[config.mk]
export PLATFORM = sky130hd
export DESIGN_NAME = sfl_status
export DESIGN_NICKNAME = d
export VERILOG_FILES = /design/src/inc/sfl_pkg.sv /design/src/verilog/sfl_status.sv
export SDC_FILE = /design/constraint.sdc
export NUM_CORES = 1
export LEC_CHECK = 0
export ABC_AREA = 1
export BUFFER_PORTS_ARGS = -buffer_cell sky130_fd_sc_hd__buf_2
export CORE_ASPECT_RATIO = 0.5
export CORE_MARGIN = 2
export CORE_UTILIZATION = 45
export DETAILED_ROUTE_END_ITERATION = 6
export PLACE_DENSITY_LB_ADDON = 0.05
export SYNTH_ARGS = -nofsm -noshare
export SYNTH_HDL_FRONTEND = slang
export SYNTH_SLANG_ARGS = --single-unit
[constraint.sdc]
create_clock -name mclk -period 2.3 [get_ports mclk]
set_clock_uncertainty 0.05 [all_clocks]
set_input_delay 0.115 -clock mclk [delete_from_list [all_inputs] [get_ports mclk]]
set_output_delay 0.115 -clock mclk [all_outputs]
set_load 0.02 [all_outputs]
[src/inc/sfl_pkg.sv]
// Notes on behaviour
// - Parity error sets sticky flag, interrupts
// - Store into full FIFO sets sticky overrun
// - Data-available flag while FIFO holds data
// - Data-available held off while rx closed
// - Rx DMA mode acknowledges rx closed itself
// - Rx half flag at sixteen bytes or more
// - Rx buffer close sets sticky closed flag
// - Rx close latches upper status, DMA copies
// - HDLC frame status latched, DMA copies
// - Live flag while rx FIFO full
// - Carrier or ring change sets sticky flag
// - Set-ready or clear-send change sets flag
// - Tx ready while FIFO accepts a write
// - Tx ready held off while tx closed
// - Tx half flag at sixteen free bytes
// - Tx close sticky, auto-acknowledged in DMA
// - Tx closed only in HDLC, latches status
// - Tx empty reports FIFO only
// - Byte count code: 00 means four bytes
package sfl_pkg;

   // ************************************************************
   // Register map
   // ************************************************************
   localparam int ADDR_W = 12;
   localparam logic [11:0] CTRL_OFF = 12'h000;
   localparam logic [11:0] STATUS_A_OFF = 12'h008;
   localparam logic [11:0] STATUS_B_OFF = 12'h00C;
   localparam logic [31:0] WORD_ZERO = 32'h0000_0000;

   // ************************************************************
   // Control register fields
   // ************************************************************
   localparam int CTL_IRQ_EN = 0;
   localparam int CTL_MODE_LO = 1;
   localparam int CTL_RX_DMA = 3;
   localparam int CTL_TX_DMA = 4;

   // ************************************************************
   // Status register A fields
   // ************************************************************
   localparam int POS_LINE_STAT_LO = 26;
   localparam int POS_BYTE_CNT_LO = 20;
   localparam int POS_MODEM_LO = 16;
   localparam int POS_RX_AVAIL = 11;
   localparam int POS_RX_HALF = 10;
   localparam int POS_RX_FULL = 8;
   localparam int POS_TX_AVAIL = 3;
   localparam int POS_TX_HALF = 2;
   localparam int POS_TX_EMPTY = 0;

   // Status register B fields
   localparam int POS_FRAME_STAT_LO = 16;
   localparam int POS_TX_STAT_LO = 14;

   // ************************************************************
   // Sticky flags: index and bit position in status A
   // ************************************************************
   localparam int N_STICKY = 8;
   localparam int STK_PARITY = 0;
   localparam int STK_OVERRUN = 1;
   localparam int STK_RX_CLOSED = 2;
   localparam int STK_CARRIER = 3;
   localparam int STK_RING = 4;
   localparam int STK_SET_READY = 5;
   localparam int STK_CLEAR_SEND = 6;
   localparam int STK_TX_CLOSED = 7;
   localparam int STICKY_POS [0:7] = '{13, 12, 9, 7, 6, 5, 4, 1};

   // ************************************************************
   // Levels and reset values
   // ************************************************************
   localparam logic [5:0] HALF_LEVEL = 6'h10;
   localparam logic [5:0] COUNT_ZERO = 6'h00;

   typedef enum logic [1:0] {
      SFL_MODE_UART = 2'b00,
      SFL_MODE_HDLC = 2'b01,
      SFL_MODE_SPI_MASTER = 2'b10,
      SFL_MODE_SPI_SLAVE = 2'b11
   } sfl_mode_t;

   typedef struct packed {
      logic irq_en;
      sfl_mode_t mode;
      logic rx_dma;
      logic tx_dma;
      logic [7:0] sticky;
      logic [3:0] modem_prev;
      logic primed;
      logic [5:0] line_stat;
      logic [9:0] frame_stat;
      logic [1:0] tx_stat;
      logic [15:0] rx_desc;
      logic rx_desc_wr;
      logic [1:0] tx_desc;
      logic tx_desc_wr;
      logic rd_loaded;
      logic [31:0] prdata;
      logic slverr;
   } sfl_state_t;

   localparam sfl_state_t STATE_RESET = '0;

endpackage

[src/verilog/sfl_status.sv]
// The placing of the registers and register access over APB are this design's own decisions.
`timescale 1ns/1ps
module sfl_status (
   // Clock, reset, enable
   input wire logic mclk,
   input wire logic rst,
   input wire logic ce,
   // APB slave
   input wire logic psel,
   input wire logic penable,
   input wire logic pwrite,
   input wire logic [11:0] paddr,
   input wire logic [31:0] pwdata,
   output logic [31:0] prdata,
   output logic pready,
   output logic pslverr,
   // Receive side
   input wire logic rx_parity_evt,
   input wire logic rx_store_evt,
   input wire logic rx_close_evt,
   input wire logic rx_fifo_full,
   input wire logic [5:0] rx_fifo_count,
   input wire logic [2:0] rx_word_bytes,
   input wire logic [5:0] rx_line_status,
   input wire logic [9:0] rx_frame_status,
   // Transmit side
   input wire logic tx_close_evt,
   input wire logic tx_fifo_empty,
   input wire logic [5:0] tx_fifo_room,
   input wire logic [1:0] tx_frame_status,
   // Modem lines
   input wire logic modem_carrier,
   input wire logic modem_ring,
   input wire logic modem_set_ready,
   input wire logic modem_clear_send,
   // Flags and descriptor status
   output logic rx_data_avail,
   output logic tx_space_avail,
   output logic irq,
   output logic [15:0] rx_desc_status,
   output logic rx_desc_wr,
   output logic [1:0] tx_desc_status,
   output logic tx_desc_wr
);

   // ************************************************************
   // Decoding helpers
   // ************************************************************
   // Four valid bytes wrap to code zero
   function automatic logic [1:0] byte_code(input logic [2:0] n);
      return n[1:0];
   endfunction

   function automatic logic hits(input logic [11:0] a, input logic [11:0] off);
      return a == off;
   endfunction

   sfl_pkg::sfl_state_t st_q;
   sfl_pkg::sfl_state_t st_d;
   logic [3:0] modem_now;
   logic rx_half;
   logic tx_half;
   logic acc;
   logic wr_ctrl;
   logic wr_stat_a;
   logic [7:0] set_v;
   logic [7:0] clr_v;
   logic [31:0] stat_a;
   logic [31:0] stat_b;
   logic [31:0] rd_word;
   logic rd_hit;

   assign modem_now = {modem_clear_send, modem_set_ready, modem_ring, modem_carrier};

   // ************************************************************
   // Live flags
   // ************************************************************
   assign rx_half = rx_fifo_count >= sfl_pkg::HALF_LEVEL;
   assign tx_half = tx_fifo_room >= sfl_pkg::HALF_LEVEL;
   // Closed flag gates readiness so firmware sees frame status first
   assign rx_data_avail = (rx_fifo_count != sfl_pkg::COUNT_ZERO) & ~st_q.sticky[sfl_pkg::STK_RX_CLOSED];
   assign tx_space_avail = (tx_fifo_room != sfl_pkg::COUNT_ZERO) & ~st_q.sticky[sfl_pkg::STK_TX_CLOSED];

   // ************************************************************
   // APB handshake
   // ************************************************************
   // A setup cycle with ce low costs one wait state
   assign pready = psel & penable & ce & st_q.rd_loaded;
   assign acc = pready;
   assign pslverr = pready & st_q.slverr;
   assign prdata = st_q.prdata;
   assign wr_ctrl = acc & pwrite & hits(paddr, sfl_pkg::CTRL_OFF);
   assign wr_stat_a = acc & pwrite & hits(paddr, sfl_pkg::STATUS_A_OFF);

   // ************************************************************
   // Status words
   // ************************************************************
   always_comb
   begin
      stat_a = sfl_pkg::WORD_ZERO;
      stat_a[sfl_pkg::POS_LINE_STAT_LO +: 6] = st_q.line_stat;
      stat_a[sfl_pkg::POS_BYTE_CNT_LO +: 2] = byte_code(rx_word_bytes);
      // Live lines read back with carrier on top and clear-to-send lowest
      stat_a[sfl_pkg::POS_MODEM_LO +: 4] = {modem_carrier, modem_ring, modem_set_ready, modem_clear_send};
      stat_a[sfl_pkg::POS_RX_AVAIL] = rx_data_avail;
      stat_a[sfl_pkg::POS_RX_HALF] = rx_half;
      stat_a[sfl_pkg::POS_RX_FULL] = rx_fifo_full;
      stat_a[sfl_pkg::POS_TX_AVAIL] = tx_space_avail;
      stat_a[sfl_pkg::POS_TX_HALF] = tx_half;
      stat_a[sfl_pkg::POS_TX_EMPTY] = tx_fifo_empty;
      for (int i = 0; i < sfl_pkg::N_STICKY; i++)
      begin
         stat_a[sfl_pkg::STICKY_POS[i]] = st_q.sticky[i];
      end
      stat_b = sfl_pkg::WORD_ZERO;
      stat_b[sfl_pkg::POS_FRAME_STAT_LO +: 10] = st_q.frame_stat;
      stat_b[sfl_pkg::POS_TX_STAT_LO +: 2] = st_q.tx_stat;
   end

   always_comb
   begin
      rd_word = sfl_pkg::WORD_ZERO;
      rd_hit = 1'b1;
      if (hits(paddr, sfl_pkg::CTRL_OFF))
      begin
         rd_word[sfl_pkg::CTL_IRQ_EN] = st_q.irq_en;
         rd_word[sfl_pkg::CTL_MODE_LO +: 2] = st_q.mode;
         rd_word[sfl_pkg::CTL_RX_DMA] = st_q.rx_dma;
         rd_word[sfl_pkg::CTL_TX_DMA] = st_q.tx_dma;
      end
      else if (hits(paddr, sfl_pkg::STATUS_A_OFF))
      begin
         rd_word = stat_a;
      end
      else if (hits(paddr, sfl_pkg::STATUS_B_OFF))
      begin
         rd_word = stat_b;
      end
      else
      begin
         rd_hit = 1'b0;
      end
   end

   // ************************************************************
   // Flag set and clear vectors
   // ************************************************************
   always_comb
   begin
      set_v = '0;
      set_v[sfl_pkg::STK_PARITY] = rx_parity_evt;
      set_v[sfl_pkg::STK_OVERRUN] = rx_store_evt & rx_fifo_full;
      set_v[sfl_pkg::STK_RX_CLOSED] = rx_close_evt;
      // First cycle after reset only primes the line history
      set_v[sfl_pkg::STK_CARRIER] = st_q.primed & (modem_now[0] ^ st_q.modem_prev[0]);
      set_v[sfl_pkg::STK_RING] = st_q.primed & (modem_now[1] ^ st_q.modem_prev[1]);
      set_v[sfl_pkg::STK_SET_READY] = st_q.primed & (modem_now[2] ^ st_q.modem_prev[2]);
      set_v[sfl_pkg::STK_CLEAR_SEND] = st_q.primed & (modem_now[3] ^ st_q.modem_prev[3]);
      set_v[sfl_pkg::STK_TX_CLOSED] = tx_close_evt & (st_q.mode == sfl_pkg::SFL_MODE_HDLC);
      clr_v = '0;
      for (int i = 0; i < sfl_pkg::N_STICKY; i++)
      begin
         clr_v[i] = wr_stat_a & pwdata[sfl_pkg::STICKY_POS[i]];
      end
      // DMA acknowledges the closed flags one cycle after they rise
      clr_v[sfl_pkg::STK_RX_CLOSED] = clr_v[sfl_pkg::STK_RX_CLOSED] | st_q.rx_dma;
      clr_v[sfl_pkg::STK_TX_CLOSED] = clr_v[sfl_pkg::STK_TX_CLOSED] | st_q.tx_dma;
   end

   // ************************************************************
   // Next state
   // ************************************************************
   always_comb
   begin
      st_d = st_q;
      if (ce)
      begin
         st_d.rx_desc_wr = 1'b0;
         st_d.tx_desc_wr = 1'b0;
         st_d.modem_prev = modem_now;
         st_d.primed = 1'b1;
         for (int i = 0; i < sfl_pkg::N_STICKY; i++)
         begin
            st_d.sticky[i] = set_v[i] | (st_q.sticky[i] & ~clr_v[i]);
         end
         if (rx_close_evt)
         begin
            st_d.line_stat = rx_line_status;
            st_d.frame_stat = rx_frame_status;
            if (st_q.rx_dma)
            begin
               st_d.rx_desc = {rx_line_status, rx_frame_status};
               st_d.rx_desc_wr = 1'b1;
            end
         end
         if (set_v[sfl_pkg::STK_TX_CLOSED])
         begin
            st_d.tx_stat = tx_frame_status;
            if (st_q.tx_dma)
            begin
               st_d.tx_desc = tx_frame_status;
               st_d.tx_desc_wr = 1'b1;
            end
         end
         if (wr_ctrl)
         begin
            st_d.irq_en = pwdata[sfl_pkg::CTL_IRQ_EN];
            st_d.mode = sfl_pkg::sfl_mode_t'(pwdata[sfl_pkg::CTL_MODE_LO +: 2]);
            st_d.rx_dma = pwdata[sfl_pkg::CTL_RX_DMA];
            st_d.tx_dma = pwdata[sfl_pkg::CTL_TX_DMA];
         end
         if (psel & ~st_q.rd_loaded)
         begin
            st_d.prdata = rd_word;
            st_d.slverr = ~rd_hit;
            st_d.rd_loaded = 1'b1;
         end
         else if (acc)
         begin
            st_d.rd_loaded = 1'b0;
         end
      end
   end

   always_ff @(posedge mclk or posedge rst)
   begin
      if (rst)
      begin
         st_q <= sfl_pkg::STATE_RESET;
      end
      else
      begin
         st_q <= st_d;
      end
   end

   // ************************************************************
   // Outputs
   // ************************************************************
   // One request line: every sticky flag and the avail and half flags under the enable, not the full or empty flags
   assign irq = st_q.irq_en & ((|st_q.sticky) | rx_data_avail | rx_half | tx_space_avail | tx_half);
   assign rx_desc_status = st_q.rx_desc;
   assign rx_desc_wr = st_q.rx_desc_wr;
   assign tx_desc_status = st_q.tx_desc;
   assign tx_desc_wr = st_q.tx_desc_wr;
endmodule
==> metrics.yaml, run 1 <==
placement:
  placed_area_sq_um: 4630
  gp_congestion: 0.701
  place_inst: 677
  port-buffer-count: 127
  dp_hpwl_mm: 6.63
  dp_slack_ps: 784
run:
  maxCapViolCount: 0
logic_synthesis:
  avgSynthCellArea_sq_um: 8.58
  ys_ff_latch: 90
  yosysTopAreaCellShare_pct: 53.1
  yosysWarnings: 0
  synthTopCellsByArea: "dfrtp_1 (53%), nand2_1 (13%), buf_4 (9.2%)"
  synthesis.nets: 587
  synth.distinct_cells: 26
  syn_area_sq_um: 4240
  synth_area_leader_cell: "dfrtp_1"
  ys_seq_area_share_pct: 53.1
  yosysMostFrequentCell: "nand2_1"
  synth_cells: 494
  synth_common_cells: "nand2_1 (150), dfrtp_1 (90), o21ai_0 (58)"
  synthArstFlopShare_pct: 100
  synth_edf_count: 0
  ys_dominant_reg_cell: "dfrtp_1"
global_route:
  grt_max_degree: 62
  antenna_found_initial: 0
  overflow: 0
  grt_pass1_vias: 3109
  grt.total_usage_pct: 19.3
  grt_pass1_wl_mm: 15.4
sta:
  max_slew.worst_pin.slew_ps: 378
  setup_slack_ps: 539
  fin_crit_ps: 1760
  maxSlewViolCount: 0
  rsz0062_at_grt: "no"
  fmaxAchievable_mhz: 568
  fin_tns_setup_ps: 0
  fin_crit_sh_pct: 76.6
  slew_headroom_pct: 74.8
  hold_viol_final: 0
  setup_viol: 0
routing:
  vias: 3316
  finalWirelength_mm: 9.49
  via_per_inst: 4.62
  drt-wirelength-per-cell_um: 13.2
  route.detailed.drc: 0
  drt_first_pass_iters: 4
  drt.antenna.violating_nets: 0
  first_iter_violations: 172
floorplan:
  core-area_sq_um: 8920
  die_y_um: 72.6
  initial_utilization_pct: 47.5
  core.rowCount: 24
  die_w_um: 141
  die-area_sq_um: 10300
  ios: 150
critical_path:
  cp.arrival_ps: 1930
  r2r-start: "st_q[33]"
  slowest_stage: "dlygate4sd3_1"
  crit_chain: "nand2_1 > nor2_4 > inv_2 > nor2_8 > nand3_2 > nand2_1 > nand2_1 > dlygate4sd3_1"
  path_buf_inv: 2
  reg2reg_slack_ps: 540
  critPathMaxStageDelay_ps: 540
  critPathMostFrequentCell: "nand2_1"
  regToRegEndpoint: "st_q[78]"
  cp_top_family: "buffers and inverters"
  startpoint_type: "flip-flop"
  crit_path_end_kind: "flip-flop"
  crit_type: "flip-flop to flip-flop"
  required_ps: 2470
  crit_fanout: 10
  ff2ff_path_depth: 8
layout:
  final_util_pct: 58.0
  area_growth_pct: 22.1
  layout-drive-gt1-share_pct: 28.7
  antennaDiodeCount: 0
  fin_nets: 688
  fillers: 847
  stdcell_area_sq_um: 5180
  regArea_sq_um: 2250
  multiInputGateArea_sq_um: 1370
  finalNonFillerCells: 717
power:
  pwr-share-seq_pct: 46.6
  irDropWorstVdd_uv: 393
  p_int_w: 0.00275
  p_leak_nw: 2.79
  p_sw_share_pct: 27.1
  p_sw_w: 0.00102
  pwr-share-comb_pct: 12.7
  clockPowerShare_pct: 40.7
  power_density_nw_per_um2: 729
worst_hold_path:
  hold_end: "st_q[62]"
  hold_start: "rx_frame_status[6]"
  min_path_cells: 3
  hold_class: "input pin to flip-flop"
clock_tree:
  post_cts_resize_count: 0
  cts_buffers: 9
  clock-root-buffer: "clkbuf_16"
  clkTransAtPathRegs_ps: 70
  cts.path.max_buffers: 2
  cts_tree: "yes"
  clk_latency_ps: 340
  cts_htree_levels: 3
  cts_sinks: 90
outcome:
  status: "finished, final reports clean"
-- how the worst max path moves through the flow --
stage / from / endpoint / slack, ps / depth (start not counted)
6_report: st_q[33] / st_q[78] / 540 / 8
5_1_grt: st_q[78] / irq / 340 / 5
4_1_cts: st_q[77] / irq / 530 / 5
3_5_place_dp: ce / prdata[3] / 780 / 7
3_3_place_gp: ce / prdata[3] / 800 / 7
2_1_floorplan: st_q[33] / st_q[79] / 970 / 9
-- worst register-to-register path: cells and delay by family, from the launching register on --
| kind | cells | cell delay (ps) |
|---|---|---|
| and+or+nand+nor | 6 | 610 |
| buffers and inverters | 2 | 610 |
| DFF | 1 | 380 |
-- cell type report --
class,instances,share of cell area (%)
clock buffers,9,4.35
clock inverters,7,1.64
inverters,39,3.00
multi-input cells,298,26.4
well taps,117,2.83
repair buffers,157,18.3
flip-flops and latches,90,43.5
-- repair_timing --
action	CTS	global route
hold buffers	24	0
setup buffers	0	0
endpoints found under the hold margin	117	0
-- power by group through the flow --
| stage | Clock, W | Sequential (W) | Combinational [W] |
|---|---|---|---|
| global route | 0.00164 | 0.00177 | 0.000537 |
| finish | 0.00154 | 0.00176 | 0.000480 |
| CTS | 0.00157 | 0.00176 | 0.000489 |
| global placement | 0 | 0.00178 | 0.000453 |
| detailed placement | 0 | 0.00179 | 0.000460 |
| floorplan | 0 | 0.00177 | 0.000360 |
-- layer usage --
metal / wire length, um / track usage (%) / vias to the layer above
li1: - / - / 1723
met1: 4920 / 28.2 / 1497
met2: 4010 / 29.6 / 89
met3: 504 / 5.05 / 7
met4: 54 / 4.00 / 0
met5: 0 / 0 / -
-- stage by stage --
step           hold WS [ps]  total power (W)
6_report               4.96          0.00377
5_1_grt                8.54          0.00395
4_1_cts                1.68          0.00382
3_5_place_dp            190          0.00225
3_3_place_gp            189          0.00224
2_1_floorplan           177          0.00213
-- sequential cells by signal, indices dropped and copies added, names as in the netlist --
name / flops
rx_desc_status: 16
tx_desc_wr: 1
st_q: 38
rx_desc_wr: 1
prdata: 32
tx_desc_status: 2
-- layout by cell type, fill, tap and decap left out --
cell,count
clkinv_4,2
buf_4,4
nand2_4,2
inv_8,1
dfrtp_1,90
nand3_1,28
or2_2,2
nor4_1,2
a31oi_2,1
inv_1,36
nand2_1,150
clkinvlp_4,1
a21oi_1,11
o21ai_0,58
clkbuf_16,9
buf_12,2
inv_2,1
buf_2,127
dlygate4sd3_1,24
bufinv_16,1
nand2_2,3
inv_6,4
o211ai_1,1
nand3_2,4
nor2_2,5
nor2_4,2
nor2_8,1
nor2_1,23
a31oi_1,1
and3_1,1
nand4_1,3
-- cell families (layout without fill, tap and decap cells) --
family                 Yosys count  after routing  share of synthesized area (%)
flip-flops                      90             90                           53.1
AND/OR/NAND/NOR                226            226                           23.5
buffers and inverters          106            212                           14.6
AO/OA/AOI/OAI                   72             72                           8.77
Power figures use the tool's default switching activity.
==> run 2, diff against run 1 <==
- CORE_UTILIZATION: 45 -> 47
- clock period: 2.3 -> 1.7 ns (I/O delays scaled with it)
==> run 2 against run 1 <==
Core utilization rose by 4.1 points. Cell count up 3.3%. Highest routed layer unchanged. Worst hold slack got worse by 2.7 ps. Wire length rose by 4.4%. Largest power group unchanged. Critical path type is now flip-flop to output port. Register-to-register slack lost 250 ps. Sequential cell count unchanged. Non-clock buffer count increased by 24. Clock power increased by 32%. Setup slack lost 430 ps. Combinational power is 45% higher. First-iteration DRC count decreased by 5.2%. Clock-buffer cell count increased by 1.
==> metrics.yaml, run 2 (synthesized netlist as in run 1, its figures left out) <==
outcome:
  status: "finished, final reports clean"
global_route:
  grt_pass1_vias: 3460
  grt.total_usage_pct: 22.1
  grt_max_degree: 34
  grt_pass1_wl_mm: 17.0
  antenna_found_initial: 0
  overflow: 0
power:
  clockPowerShare_pct: 39.8
  p_leak_nw: 2.90
  pwr-share-comb_pct: 13.7
  irDropWorstVdd_uv: 648
  pwr-share-seq_pct: 46.5
  p_int_w: 0.00377
  power_density_nw_per_um2: 941
  p_sw_w: 0.00135
  p_sw_share_pct: 26.3
sta:
  maxSlewViolCount: 0
  fin_tns_setup_ps: 0
  hold_viol_final: 0
  setup_viol: 0
  fin_crit_ps: 1590
  slew_headroom_pct: 70.3
  fmaxAchievable_mhz: 630
  fin_crit_sh_pct: 93.4
  setup_slack_ps: 112
  rsz0062_at_grt: "yes"
  max_slew.worst_pin.slew_ps: 444
  hold_slack_ps: 2.22
worst_hold_path:
  hold_class: "input pin to flip-flop"
  min_path_cells: 3
layout:
  largest_reg_flops: 38
  fin_nets: 712
  area_growth_pct: 28.1
  fillers: 789
  layout-drive-gt1-share_pct: 29.3
  largest_register: "st_q"
  final_util_pct: 62.1
  antennaDiodeCount: 0
  layout_commonest_cell: "nand2_1"
  final_cell_mix: "nand2_1 (149), buf_2 (126), dfrtp_1 (90)"
floorplan:
  die-area_sq_um: 9840
  die_y_um: 71.2
  die_w_um: 138
  core.rowCount: 24
  ios: 150
  core-area_sq_um: 8740
  initial_utilization_pct: 48.5
placement:
  dp_slack_ps: 279
  port-buffer-count: 127
  dp_hpwl_mm: 6.77
  gp_congestion: 0.778
routing:
  drt_first_pass_iters: 4
  first_iter_violations: 163
  via_per_inst: 4.65
  drt.antenna.violating_nets: 0
  finalWirelength_mm: 9.90
  drt-wirelength-per-cell_um: 13.4
  route.detailed.drc: 0
  vias: 3444
clock_tree:
  clk_latency_ps: 350
  cts_htree_levels: 3
  clock-root-buffer: "clkbuf_16"
  cts_tree: "yes"
  cts.path.max_buffers: 2
  cts_buffers: 9
  cts_sinks: 90
  clkTransAtPathRegs_ps: 60
critical_path:
  crit_chain: "nor4_2 > nand3_1 > o21ai_1 > inv_1 > buf_6"
  cp_top_family: "simple AND/OR/NAND/NOR gates"
  crit_fanout: 2
  crit_type: "flip-flop to output port"
  crit_path_end_kind: "output port"
  path_buf_inv: 2
  worstSetupPathDepth: 5
  slowest_stage: "dfrtp_1"
  critPathMaxStageDelay_ps: 390
  required_ps: 1560
  cp.arrival_ps: 1450
  startpoint_type: "flip-flop"
  ff2ff_path_depth: 5
run:
  maxCapViolCount: 0
## run 2: cell types whose count changed in the layout (fill, tap and decap cells not counted), sizes merged
cell,delta
buf,+7
clkbuf,+1
clkinvlp,+3
dlygate4sd3,+17
inv,-4
## run 2: worst paths after layout
path / start / endpoint / slack [ps]
hold reg to reg: prdata[17] / prdata[17] / 420
min in group asynchronous: rst / st_q[62] / 240
hold / removal: tx_fifo_room[4] / prdata[2] / 2
setup reg to reg: st_q[33] / st_q[0] / 290
setup / recovery: st_q[80] / irq / 110
max in group asynchronous: rst / prdata[2] / 830
## run 2: tightest hold or removal path: cells and delay by family
kind            cells  cell delay, ps
compound gates      2             190
buf+inv             1              80
## run 2: stage by stage
stage	instances	power (W)	cell area, sq um
after floorplan	494	0.00289	4240
after global placement	682	0.00303	4680
after detailed placement	682	0.00305	4680
after CTS	739	0.00516	5400
after global routing	741	0.00533	5430
final	741	0.00511	5430
## run 2: routing by layer
layer | GRT usage (%) | vias to the layer above | wire length, um
met5 | 0 | - | 0
met4 | 6.35 | 0 | 54
met3 | 6.97 | 7 | 471
met2 | 33.9 | 75 | 4260
met1 | 30.6 | 1591 | 5110
li1 | - | 1771 | -
## run 2: power groups by stage
stage,clock [W],combinational [W],sequential [W]
floorplan,0,0.000487,0.00240
detailed placement,0,0.000630,0.00242
CTS,0.00207,0.000703,0.00238
global placement,0,0.000621,0.00241
global route,0.00214,0.000784,0.00240
finish,0.00203,0.000698,0.00238
## run 2: timing repair
action | 4_1_cts | 5_1_grt
hold endpoints to repair | 69 | 0
hold buffers | 41 | 0
gates resized for setup | 1 | 6
endpoints found under the setup margin | 1 | 1
buffers inserted | 0 | 2
pin swaps | 0 | 3
## run 2: final cells by class
cell class | instances | area (sq um) | area share (%)
Multi-Input combinational cell | 298 | 1380 | 25.5
Sequential cell | 90 | 2250 | 41.5
Timing Repair Buffer | 181 | 1190 | 21.9
Tap cell | 117 | 146 | 2.70
Clock buffer | 10 | 239 | 4.40
Inverter | 39 | 155 | 2.86
Clock inverter | 6 | 66.3 | 1.22
==> run 3, diff against run 2 <==
- ABC_AREA: 1 -> default
==> run 3 against run 2 <==
The flow now finishes with violations (negative setup slack). Highest routed layer unchanged. Clock-buffer cell count is 3 higher. First-iteration DRC count is 15% lower. Design area is 3.1% lower. Register-to-register slack worse by 290 ps. Synthesized cell count is 33% lower. Power is 12% lower. Sequential power is 5% lower. Setup slack worse by 110 ps. Synthesized area is 5.0% lower. Wire length is 5.1% lower. Core utilization is 2.4 points higher. Sequential share of layout area is 1.3 points higher.
==> metrics.yaml, run 3 <==
worst_hold_path:
  hold_class: "input pin to flip-flop"
  hold_start: "rx_word_bytes[1]"
critical_path:
  required_ps: 1870
  crit_path_end: "st_q[87]"
  cp-startpoint: "st_q[33]"
  regToRegEndpoint: "st_q[87]"
  cp.arrival_ps: 1870
  reg2reg_slack_ps: -2
  crit_type: "flip-flop to flip-flop"
  crit_fanout: 5
  startpoint_type: "flip-flop"
  r2r-start: "st_q[33]"
  crit_path_end_kind: "flip-flop"
  ff2ff_path_depth: 4
global_route:
  overflow: 0
  antenna_found_initial: 0
  grt_max_degree: 91
  grt_pass1_vias: 3022
  grt.total_usage_pct: 20.6
  grt_pass1_wl_mm: 14.9
sta:
  max_slew.worst_pin.slew_ps: 498
  hold_viol_final: 0
  fin_tns_setup_ps: -2.00
  fin_crit_ps: 1700
  setup_viol: 1
  fmaxAchievable_mhz: 588
  fin_crit_sh_pct: 100
  maxSlewViolCount: 0
  rsz0062_at_grt: "yes"
  setup_slack_ps: -2.00
  slew_headroom_pct: 66.8
floorplan:
  die_w_um: 135
  ios: 150
  die_y_um: 69.4
  core.rowCount: 23
  die-area_sq_um: 9370
  core-area_sq_um: 8140
  initial_utilization_pct: 49.4
clock_tree:
  clkTransAtPathRegs_ps: 60
  cts_tree: "yes"
  cts_buffers: 9
  cts.path.max_buffers: 2
  clock-root-buffer: "clkbuf_16"
  clk_latency_ps: 330
  cts_htree_levels: 3
  cts_sinks: 90
layout:
  layout_commonest_cell: "buf_2"
  final_cell_mix: "buf_2 (126), dfrtp_1 (90), mux2_2 (40)"
  largest_register: "st_q"
  antennaDiodeCount: 0
  layout-drive-gt1-share_pct: 46.4
  final_util_pct: 64.6
  finalNonFillerCells: 578
  fillers: 668
  largest_reg_flops: 38
  fin_nets: 555
  area_growth_pct: 30.7
logic_synthesis:
  avgSynthCellArea_sq_um: 12.2
  ys_ff_latch: 90
  synth.distinct_cells: 33
  ys_seq_area_share_pct: 56.0
  synth_area_leader_cell: "dfrtp_1"
  ys_dominant_reg_cell: "dfrtp_1"
  synth_cells: 330
  yosysWarnings: 0
  synthTopCellsByArea: "dfrtp_1 (56%), mux2_2 (13%), buf_4 (9.3%)"
  yosysMostFrequentCell: "dfrtp_1"
  yosysTopAreaCellShare_pct: 56.0
  syn_area_sq_um: 4030
  synthesis.nets: 423
  synth_edf_count: 0
  synth_common_cells: "dfrtp_1 (90), buf_4 (50), mux2_2 (45)"
  synthArstFlopShare_pct: 100
routing:
  via_per_inst: 5.06
  finalWirelength_mm: 9.39
  drt.antenna.violating_nets: 0
  vias: 2923
  route.detailed.drc: 0
  drt_first_pass_iters: 4
  drt-wirelength-per-cell_um: 16.3
  first_iter_violations: 139
power:
  power_density_nw_per_um2: 857
  p_sw_share_pct: 22.1
  pwr-share-comb_pct: 9.2
  p_int_w: 0.00351
  clockPowerShare_pct: 40.5
  p_sw_w: 0.000997
  pwr-share-seq_pct: 50.2
  irDropWorstVdd_uv: 597
  p_leak_nw: 2.69
placement:
  gp_congestion: 0.879
  place_inst: 522
  port-buffer-count: 127
  dp_hpwl_mm: 6.43
run:
  maxCapViolCount: 0
outcome:
  violations: "negative setup slack"
  status: "finished with violations"
-- run 3: worst min path at each step --
stage               slack [ps]  cells after the start                 end
floorplan                  140                      2            st_q[77]
global placement           200                      3  rx_desc_status[14]
detailed placement         220                      3  rx_desc_status[13]
CTS                          3                      4            st_q[77]
global route                10                      4            st_q[77]
finish                      10                      3          prdata[21]
-- run 3: timing repair --
action,in CTS,in global routing
setup endpoints to repair,12,38
hold buffers,38,0
hold endpoints to repair,143,0
buffers inserted,2,1
resized for setup,3,14
pin swaps,1,2
-- run 3: final cells by class --
| class | count | area [sq um] | share of cell area [%] |
|---|---|---|---|
| clock buffers | 13 | 260 | 4.95 |
| clock inverters | 2 | 12.5 | 0.238 |
| inverters | 9 | 37.5 | 0.714 |
| multi-input cells | 168 | 1350 | 25.6 |
| flip-flops and latches | 90 | 2250 | 42.8 |
| well taps | 112 | 140 | 2.66 |
| repair buffers | 184 | 1210 | 23.0 |
-- run 3: routing by layer --
metal	wire length (um)	vias to the layer above	GRT usage (%)
met4	99	0	5.61
met1	4270	1446	26.7
met5	0	-	0
met3	577	13	5.99
met2	4440	91	34.1
li1	-	1373	-
-- run 3: logic make-up after synthesis --
family,count (synthesis),synth area share (%)
AOI/OAI and AO/OA,57,9.67
DFF,90,56.0
buffers and inverters,72,11.7
xor gates and xnor gates,4,0.870
muxes,51,14.1
and+or+nand+nor,56,7.74
-- run 3: worst max-delay path, stage by stage (launching register included) --
cell and delay, ps:
dfrtp_1 360, nand4_1 130, or4_4 550, nor2_8 170
mux2_4 320
-- run 3: through the flow --
stage / setup slack, ps / cell area (sq um) / hold slack [ps] / power, W
after floorplan: -162 / 4030 / 145 / 0.00247
after global placement: -206 / 4540 / 197 / 0.00263
after detailed placement: -254 / 4540 / 220 / 0.00265
after CTS: -23.1 / 5220 / 3.15 / 0.00455
after global routing: -77.5 / 5260 / 9.61 / 0.00470
final: -2.00 / 5260 / 9.60 / 0.00451
-- run 3: power by group through the flow --
stage / clock network, W / registers (W) / logic [W]
6_report: 0.00183 / 0.00226 / 0.000417
5_1_grt: 0.00197 / 0.00227 / 0.000457
4_1_cts: 0.00187 / 0.00226 / 0.000420
3_5_place_dp: 0 / 0.00230 / 0.000344
3_3_place_gp: 0 / 0.00230 / 0.000330
2_1_floorplan: 0 / 0.00229 / 0.000184
